===== config.mk =====
export PLATFORM = sky130hd
export DESIGN_NAME = gpio_config_registers
export DESIGN_NICKNAME = d
export VERILOG_FILES = /design/src/inc/gpio_cfg_pkg.sv /design/src/hdl/gpio_config_registers.sv
export SDC_FILE = /design/constraint.sdc
export NUM_CORES = 1
export LEC_CHECK = 0
export BUFFER_PORTS_ARGS = -buffer_cell sky130_fd_sc_hd__buf_2
export CAP_MARGIN = 20
export CORE_MARGIN = 1
export CORE_UTILIZATION = 25
export CTS_CLUSTER_DIAMETER = 30
export CTS_CLUSTER_SIZE = 40
export DETAILED_ROUTE_END_ITERATION = 10
export PLACE_DENSITY_LB_ADDON = 0.3
export SLEW_MARGIN = 40
export SYNTH_ARGS = -nofsm -noshare
export SYNTH_HDL_FRONTEND = slang
export SYNTH_SLANG_ARGS = --single-unit

===== constraint.sdc =====
create_clock -name clk -period 1.7 [get_ports clk]
set_input_delay 0.17 -clock clk [delete_from_list [all_inputs] [get_ports clk]]
set_output_delay 0.17 -clock clk [all_outputs]
set_load 0.05 [all_outputs]

===== src/inc/gpio_cfg_pkg.sv =====
// constants and types for the pin configuration register block
package gpio_cfg_pkg;
  localparam logic [7:0] ADDR_PIN12 = 8'h1b;
  localparam logic [7:0] ADDR_PIN3 = 8'h1c;
  localparam logic [7:0] RST_PIN12 = 8'h00;
  localparam logic [7:0] RST_PIN3 = 8'h00;
  localparam logic [7:0] RD_UNMAPPED = 8'h00;
  // first configuration register fields
  localparam int B_P2_DIR = 7;
  localparam int B_P1_DIR = 6;
  localparam int B_P2_LVL = 5;
  localparam int B_P1_LVL = 4;
  localparam int B_P2_POL = 3;
  localparam int B_P1_POL = 2;
  localparam int B_P1_SBY = 1;
  localparam int B_P1_BUCKA = 0;
  // second configuration register fields, bit 3 stored but unused
  localparam int B_P3_DIR = 7;
  localparam int B_P3_LVL = 6;
  localparam int B_AON_EN = 5;
  localparam int B_CHG_SEL = 4;
  localparam int B_P2_IRQ = 2;
  localparam int B_P1_IRQ = 1;
  localparam int B_P2_BUCKB = 0;

  typedef struct packed {
    logic wr;
    logic rd;
    logic [7:0] addr;
    logic [7:0] wdata;
  } reg_req_t;

  typedef enum logic [1:0] {
    IRQ_IDLE = 2'b00,
    IRQ_FIRST = 2'b01,
    IRQ_SECOND = 2'b10
  } irq_state_t;
endpackage : gpio_cfg_pkg


===== src/hdl/gpio_config_registers.sv =====
// pin configuration registers, pin interrupt and converter pin control
// What this block does
// [RULE1] first config register at 1b, read/write
// [RULE2] second config register at 1c, read/write
// [RULE3] direction bits for pins two and one
// [RULE4] output level bits, effective in output mode
// [RULE5] polarity: rising/low or falling/high detection
// [RULE6] pin one may request converter standby
// [RULE7] pin one may switch buck a
// [RULE8] pin three direction and output level
// [RULE9] bit enables the always-on regulator
// [RULE10] bit selects charge voltage; bit three unused
// [RULE11] pins one and two as interrupt sources
// [RULE12] pin two level switches buck b on
// [RULE13] interrupt clears after two edges plus read
// [RULE14] undervoltage or output mode drops the interrupt
// [RULE15] pin three edge starts a conversion
// [RULE16] two-stage synchroniser on every pin input
`timescale 1ns/1ps
module gpio_config_registers (
  input wire logic clk,
  input wire logic rst,
  input gpio_cfg_pkg::reg_req_t req,
  output logic [7:0] rd_data,
  input wire logic [2:0] pin_in,
  output logic [2:0] pin_out,
  output logic [2:0] pin_oe,
  input wire logic uvlo,
  input wire logic adc_trig_enable,
  input wire logic adc_trig_rising,
  output logic int_n,
  output logic buck_a_pin_on,
  output logic buck_b_pin_on,
  output logic buck_standby_req,
  output logic always_on_reg_enable,
  output logic charge_voltage_select,
  output logic adc_start
);
  logic [7:0] cfg12_ff;
  logic [7:0] cfg3_ff;
  logic [7:0] rd_data_ff;
  logic [2:0] sync1_ff;
  logic [2:0] sync2_ff;
  logic [2:0] prev_ff;
  logic [2:0] pin_out_ff;
  logic [2:0] pin_oe_ff;
  gpio_cfg_pkg::irq_state_t irq_st_ff [2];
  gpio_cfg_pkg::irq_state_t nxt_irq_st [2];
  logic int_n_ff;
  logic buck_a_ff;
  logic buck_b_ff;
  logic standby_ff;
  logic aon_ff;
  logic chg_ff;
  logic adc_start_ff;
  logic [1:0] dir12;
  logic [1:0] pol12;
  logic [1:0] irq_en;

  // edge of the selected polarity: 0 rising, 1 falling
  function automatic logic edge_hit(input logic cur, input logic prev,
                                    input logic pol);
    edge_hit = pol ? (prev & ~cur) : (~prev & cur);
  endfunction : edge_hit

  // level of the selected polarity: 0 low, 1 high
  function automatic logic level_hit(input logic cur, input logic pol);
    level_hit = (cur == pol);
  endfunction : level_hit

  assign dir12 = {cfg12_ff[gpio_cfg_pkg::B_P2_DIR],
                  cfg12_ff[gpio_cfg_pkg::B_P1_DIR]};
  assign pol12 = {cfg12_ff[gpio_cfg_pkg::B_P2_POL],
                  cfg12_ff[gpio_cfg_pkg::B_P1_POL]};
  assign irq_en = {cfg3_ff[gpio_cfg_pkg::B_P2_IRQ],
                   cfg3_ff[gpio_cfg_pkg::B_P1_IRQ]};

  // register writes
  always_ff @(posedge clk) begin
    if (rst) begin
      cfg12_ff <= gpio_cfg_pkg::RST_PIN12;
      cfg3_ff <= gpio_cfg_pkg::RST_PIN3;
    end else if (req.wr) begin
      if (req.addr == gpio_cfg_pkg::ADDR_PIN12) begin
        cfg12_ff <= req.wdata; // [RULE1]
      end
      if (req.addr == gpio_cfg_pkg::ADDR_PIN3) begin
        cfg3_ff <= req.wdata; // [RULE2]
      end
    end
  end

  // read data holds until the next read; unmapped reads give zero
  always_ff @(posedge clk) begin
    if (rst) begin
      rd_data_ff <= gpio_cfg_pkg::RD_UNMAPPED;
    end else if (req.rd) begin
      case (req.addr)
        gpio_cfg_pkg::ADDR_PIN12: rd_data_ff <= cfg12_ff; // [RULE1]
        gpio_cfg_pkg::ADDR_PIN3: rd_data_ff <= cfg3_ff; // [RULE2]
        default: rd_data_ff <= gpio_cfg_pkg::RD_UNMAPPED;
      endcase
    end
  end

  // pin inputs; only sync2 and prev are looked at
  always_ff @(posedge clk) begin
    if (rst) begin
      sync1_ff <= 3'h0;
      sync2_ff <= 3'h0;
      prev_ff <= 3'h0;
    end else begin
      sync1_ff <= pin_in; // [RULE16]
      sync2_ff <= sync1_ff; // [RULE16]
      prev_ff <= sync2_ff;
    end
  end

  // open drain: a high level releases the pin, a low level pulls it down
  always_ff @(posedge clk) begin
    if (rst) begin
      pin_out_ff <= 3'h0;
      pin_oe_ff <= 3'h0;
    end else begin
      pin_out_ff <= {cfg3_ff[gpio_cfg_pkg::B_P3_LVL],
                     cfg12_ff[gpio_cfg_pkg::B_P2_LVL],
                     cfg12_ff[gpio_cfg_pkg::B_P1_LVL]}; // [RULE4] [RULE8]
      pin_oe_ff[0] <= dir12[0] &
                      ~cfg12_ff[gpio_cfg_pkg::B_P1_LVL]; // [RULE3] [RULE4]
      pin_oe_ff[1] <= dir12[1] &
                      ~cfg12_ff[gpio_cfg_pkg::B_P2_LVL]; // [RULE3] [RULE4]
      pin_oe_ff[2] <= cfg3_ff[gpio_cfg_pkg::B_P3_DIR] &
                      ~cfg3_ff[gpio_cfg_pkg::B_P3_LVL]; // [RULE8]
    end
  end

  // per-pin interrupt tracker: assert on the chosen edge, arm on the next
  // edge, release on a host read once armed, or at once on undervoltage or output mode
  always_comb begin
    for (int i = 0; i < 2; i++) begin
      nxt_irq_st[i] = irq_st_ff[i];
      if (uvlo || dir12[i]) begin
        nxt_irq_st[i] = gpio_cfg_pkg::IRQ_IDLE; // [RULE14]
      end else begin
        case (irq_st_ff[i])
          gpio_cfg_pkg::IRQ_IDLE: begin
            if (irq_en[i] &&
                edge_hit(sync2_ff[i], prev_ff[i], pol12[i])) begin
              nxt_irq_st[i] = gpio_cfg_pkg::IRQ_FIRST; // [RULE11] [RULE5]
            end
          end
          gpio_cfg_pkg::IRQ_FIRST: begin
            if (sync2_ff[i] != prev_ff[i]) begin
              nxt_irq_st[i] = gpio_cfg_pkg::IRQ_SECOND; // [RULE13]
            end
          end
          gpio_cfg_pkg::IRQ_SECOND: begin
            if (req.rd) begin
              nxt_irq_st[i] = gpio_cfg_pkg::IRQ_IDLE; // [RULE13]
            end
          end
          default: nxt_irq_st[i] = gpio_cfg_pkg::IRQ_IDLE;
        endcase
      end
    end
  end

  always_ff @(posedge clk) begin
    if (rst) begin
      irq_st_ff[0] <= gpio_cfg_pkg::IRQ_IDLE;
      irq_st_ff[1] <= gpio_cfg_pkg::IRQ_IDLE;
      int_n_ff <= 1'b1;
    end else begin
      irq_st_ff[0] <= nxt_irq_st[0];
      irq_st_ff[1] <= nxt_irq_st[1];
      int_n_ff <= (irq_st_ff[0] == gpio_cfg_pkg::IRQ_IDLE) &&
                  (irq_st_ff[1] == gpio_cfg_pkg::IRQ_IDLE); // [RULE11]
    end
  end

  // converter pin commands; a disabled pin control leaves the converter
  // to its own register command, so it reports "on"
  always_ff @(posedge clk) begin
    if (rst) begin
      buck_a_ff <= 1'b1;
      buck_b_ff <= 1'b1;
      standby_ff <= 1'b0;
    end else begin
      buck_a_ff <= cfg12_ff[gpio_cfg_pkg::B_P1_BUCKA] ?
                   (~dir12[0] & level_hit(sync2_ff[0], pol12[0]))
                   : 1'b1; // [RULE7] [RULE5]
      buck_b_ff <= cfg3_ff[gpio_cfg_pkg::B_P2_BUCKB] ?
                   (~dir12[1] & level_hit(sync2_ff[1], pol12[1]))
                   : 1'b1; // [RULE12]
      standby_ff <= cfg12_ff[gpio_cfg_pkg::B_P1_SBY] & ~dir12[0] &
                    level_hit(sync2_ff[0], pol12[0]); // [RULE6]
    end
  end

  always_ff @(posedge clk) begin
    if (rst) begin
      aon_ff <= 1'b0;
      chg_ff <= 1'b0;
    end else begin
      aon_ff <= cfg3_ff[gpio_cfg_pkg::B_AON_EN]; // [RULE9]
      chg_ff <= cfg3_ff[gpio_cfg_pkg::B_CHG_SEL]; // [RULE10]
    end
  end

  // conversion start pulse, one cycle per selected edge
  always_ff @(posedge clk) begin
    if (rst) begin
      adc_start_ff <= 1'b0;
    end else begin
      adc_start_ff <= adc_trig_enable & ~cfg3_ff[gpio_cfg_pkg::B_P3_DIR] &
                      edge_hit(sync2_ff[2], prev_ff[2],
                               ~adc_trig_rising); // [RULE15]
    end
  end

  assign rd_data = rd_data_ff;
  assign pin_out = pin_out_ff;
  assign pin_oe = pin_oe_ff;
  assign int_n = int_n_ff;
  assign buck_a_pin_on = buck_a_ff;
  assign buck_b_pin_on = buck_b_ff;
  assign buck_standby_req = standby_ff;
  assign always_on_reg_enable = aon_ff;
  assign charge_voltage_select = chg_ff;
  assign adc_start = adc_start_ff;
endmodule : gpio_config_registers


==> impl_metrics.tcl <==
set metrics [dict create \
    run_status "complete, no violations" \
    clock_latency_ns 0.31 \
    cap_violations 0 \
    ant_nets 0 \
    p_leak_nw 1.01 \
    grt_pass1_vias 1277 \
    synthAdderAreaFrac_pct 2.66 \
    worstRegToRegCells 5 \
    reg2reg_to "irq_st_ff[0][1]" \
    seq_area_sq_um 1000 \
    root_buffer "clkbuf_8" \
    swShare_pct 25.2 \
    fin_skew_ns 0.00894 \
    syn-num-nets 215 \
    first_pass_iters 4 \
    drt-vias-per-instance 4.25 \
    fillCellCount 786 \
    synth_warnings 0 \
    drt_iter0_markers 73 \
    synth_compound_gate_area_share_pct 7.46 \
    final_common_cell "dfxtp_1" \
    cp_cell_sequence "inv_1, ha_1, nor2_1, a22oi_1, nor4_1" \
    synth_xor_area_share_pct 0.933 \
    cp_top_family "flip-flops" \
    drcViolationCount 0 \
    netlist_instances 185 \
    peakVddDrop_mv 0.289 \
    gp_congestion 0.745 \
    crit_required_ns 1.91 \
    synth_top_family_by_area "simple AND/OR/NAND/NOR gates" \
    avgRoutedWirePerCell_microns 12.0 \
    cts_resized 0 \
    slowest_delay_ns 0.39 \
    grt_max_degree 28 \
    clk_pin_slew_ns 0.09 \
    critical_path_buf_inv_count 1 \
    pwr-share-seq_pct 57.4 \
    start_kind "register" \
    hp-class "in2reg" \
    synthDistinctLibCells 33 \
    fin_tns_setup_ns 0 \
    synth_mux_area_share_pct 9.73 \
    antenna_found_initial 0 \
    clkPwrFrac_pct 35.7 \
    min_from "pin_in[2]" \
    cp_slowest_cell "dfxtp_1" \
    hold_violations 0 \
    holdPathEnd "sync1_ff[2]" \
    slew_viol_final 0 \
    critPathKind "reg2reg" \
    numCtsBuffers 5 \
    cp-end-kind "register" \
    post-cts-setup-buffer-count 0 \
    portBuffers 46 \
    synth.avg_cell_area_sq_um 10.2 \
    drive_gt1_share_pct 28.1 \
    arrival_ns 1.39 \
    p_int_mw 1.55 \
    cts_buffer_depth 2 \
    vias 1420 \
    r2r_setup_slack_ns 0.52 \
    area_growth_pct 22.6 \
    rows 31 \
    multiInputGateArea_sq_um 790 \
    dieArea_sq_um 7860 \
    tightest_slew_ns 0.426 \
    start_util_pct 25.9 \
    max_freq_mhz 847 \
    grt_usage_pct 11.0 \
    finalPower_mw 2.07 \
    synth_simple_gate_area_share_pct 21.3 \
    timing.final.crit_share_pct 69.5 \
    switchingPower_mw 0.523 \
    r2r_start "sync2_ff[0]" \
    cts_sinks 50 \
    htree_levels 2 \
    syn-cell-area_sq_um 1880 \
    dp_hpwl_microns 2990 \
    hold_buffers 0 \
    rsz0062_at_grt "no" \
    setup_ws_ns 0.519 \
    powerDensity_nw_per_um2 900 \
    power_frac_comb_pct 6.9 \
    cts_tree "yes" \
    num_io_pins 47 \
    cp_max_fo 3 \
    ys_seq_elements 50 \
    fin_crit_ns 1.18 \
    hold_depth 2 \
    antenna_cells 0 \
    fin_util_pct 31.7 \
    dp_slack_ns 0.389 \
    drt-total-wl_microns 4000 \
    nNetsFinal 264 \
    crit_cells 5 \
    final_cell_mix "50 x dfxtp_1, 46 x buf_2, 26 x nand2_1" \
    core-area_sq_um 7250 \
    overflow 0 \
    die_h_microns 88.7 \
    fp.dieW_microns 88.7 \
    seq_area_frac_synth_pct 53.3 \
    grt_pass1_wl_microns 6390 \
    setup_viol_count_final 0 \
    slew_headroom_pct 71.6 \
]
## worst max-delay path by stage
stage                      end   startpoint
2_1_floorplan  irq_st_ff[0][0]  sync2_ff[0]
3_3_place_gp       cfg12_ff[4]      req[10]
3_5_place_dp       cfg12_ff[2]      req[10]
4_1_cts        irq_st_ff[0][3]  sync2_ff[1]
5_1_grt        irq_st_ff[0][3]  sync2_ff[1]
6_report       irq_st_ff[0][1]  sync2_ff[0]
## kinds of logic (layout without fill, tap and decap cells)
logic type | count (synthesis) | in the layout
and+or+nand+nor | 77 | 77
xor gates and xnor gates | 2 | 2
adders and majority gates | 4 | 4
buffers and inverters | 17 | 67
DFF | 50 | 50
AOI/OAI and AO/OA | 17 | 17
muxes | 18 | 18
## synthesized netlist by cell type
| cell type | count | area [sq um] |
|---|---|---|
| and3_4 | 1 | 11.3 |
| and4bb_2 | 1 | 12.5 |
| or4_1 | 2 | 15.0 |
| clkbuf_1 | 2 | 7.51 |
| nor3_1 | 9 | 45.0 |
| a41oi_2 | 1 | 16.3 |
| nand2_1 | 26 | 97.6 |
| a22oi_1 | 2 | 15.0 |
| o211ai_1 | 2 | 15.0 |
| dfxtp_1 | 50 | 1000 |
| ha_1 | 4 | 50.1 |
| a221oi_1 | 8 | 70.1 |
| inv_1 | 9 | 33.8 |
| nand3b_1 | 2 | 15.0 |
| a21oi_1 | 3 | 15.0 |
| buf_6 | 3 | 33.8 |
| and3_1 | 1 | 6.26 |
| nor2_2 | 1 | 6.26 |
| mux2_2 | 2 | 22.5 |
| nor4_1 | 2 | 12.5 |
| nand3_2 | 1 | 10.0 |
| nor3b_1 | 1 | 7.51 |
| mux2i_1 | 16 | 160 |
| and3b_1 | 1 | 8.76 |
| xor2_1 | 2 | 17.5 |
| buf_2 | 1 | 5.00 |
| buf_1 | 1 | 3.75 |
| o41ai_1 | 1 | 8.76 |
| inv_2 | 1 | 3.75 |
| nor4b_1 | 1 | 8.76 |
| nor2b_1 | 9 | 56.3 |
| nor2_1 | 18 | 67.6 |
| nor3b_4 | 1 | 18.8 |
## metrics by stage
stage          cells  hold slack (ns)  instance area, sq um
6_report         334           0.0732                  2300
5_1_grt          334           0.0603                  2300
4_1_cts          334           0.0635                  2300
3_5_place_dp     326            0.387                  2200
3_3_place_gp     326            0.383                  2200
2_1_floorplan    185            0.242                  1880
## final cells by class
cell class,count,area share [%]
Sequential cell,50,43.5
Multi-Input combinational cell,118,34.3
Timing Repair Buffer,49,11.0
Tap cell,99,5.38
Clock buffer,5,2.99
Inverter,10,1.63
Clock inverter,3,1.25
## layer usage
metal	global-route usage, %	wire, microns	part of all wire [%]
met1	14.6	1940	49
met2	17.0	1830	46
met3	2.52	170	4.3
met4	4.84	55	1.4
met5	0	0	0
## registers in the layout (all words and copies together), names as in the netlist
register and flops:
adc_start 1, buck_standby_req 1, irq_st_ff 4, pin_out 3, prev_ff 3, int_n 1
pin_oe 3, buck_a_pin_on 1, sync1_ff 3, rd_data 8, sync2_ff 3, charge_voltage_select 1
cfg3_ff 8, buck_b_pin_on 1, cfg12_ff 8, always_on_reg_enable 1
## power by group through the flow
stage               Combinational, mW  Sequential [mW]  Clock, mW
detailed placement              0.145             1.22          0
CTS                             0.146             1.19      0.776
finish                          0.143             1.19      0.739
global route                    0.161             1.19      0.820
global placement                0.144             1.22          0
floorplan                      0.0722             1.23          0
No activity file was read; power rests on OpenSTA's default activity.
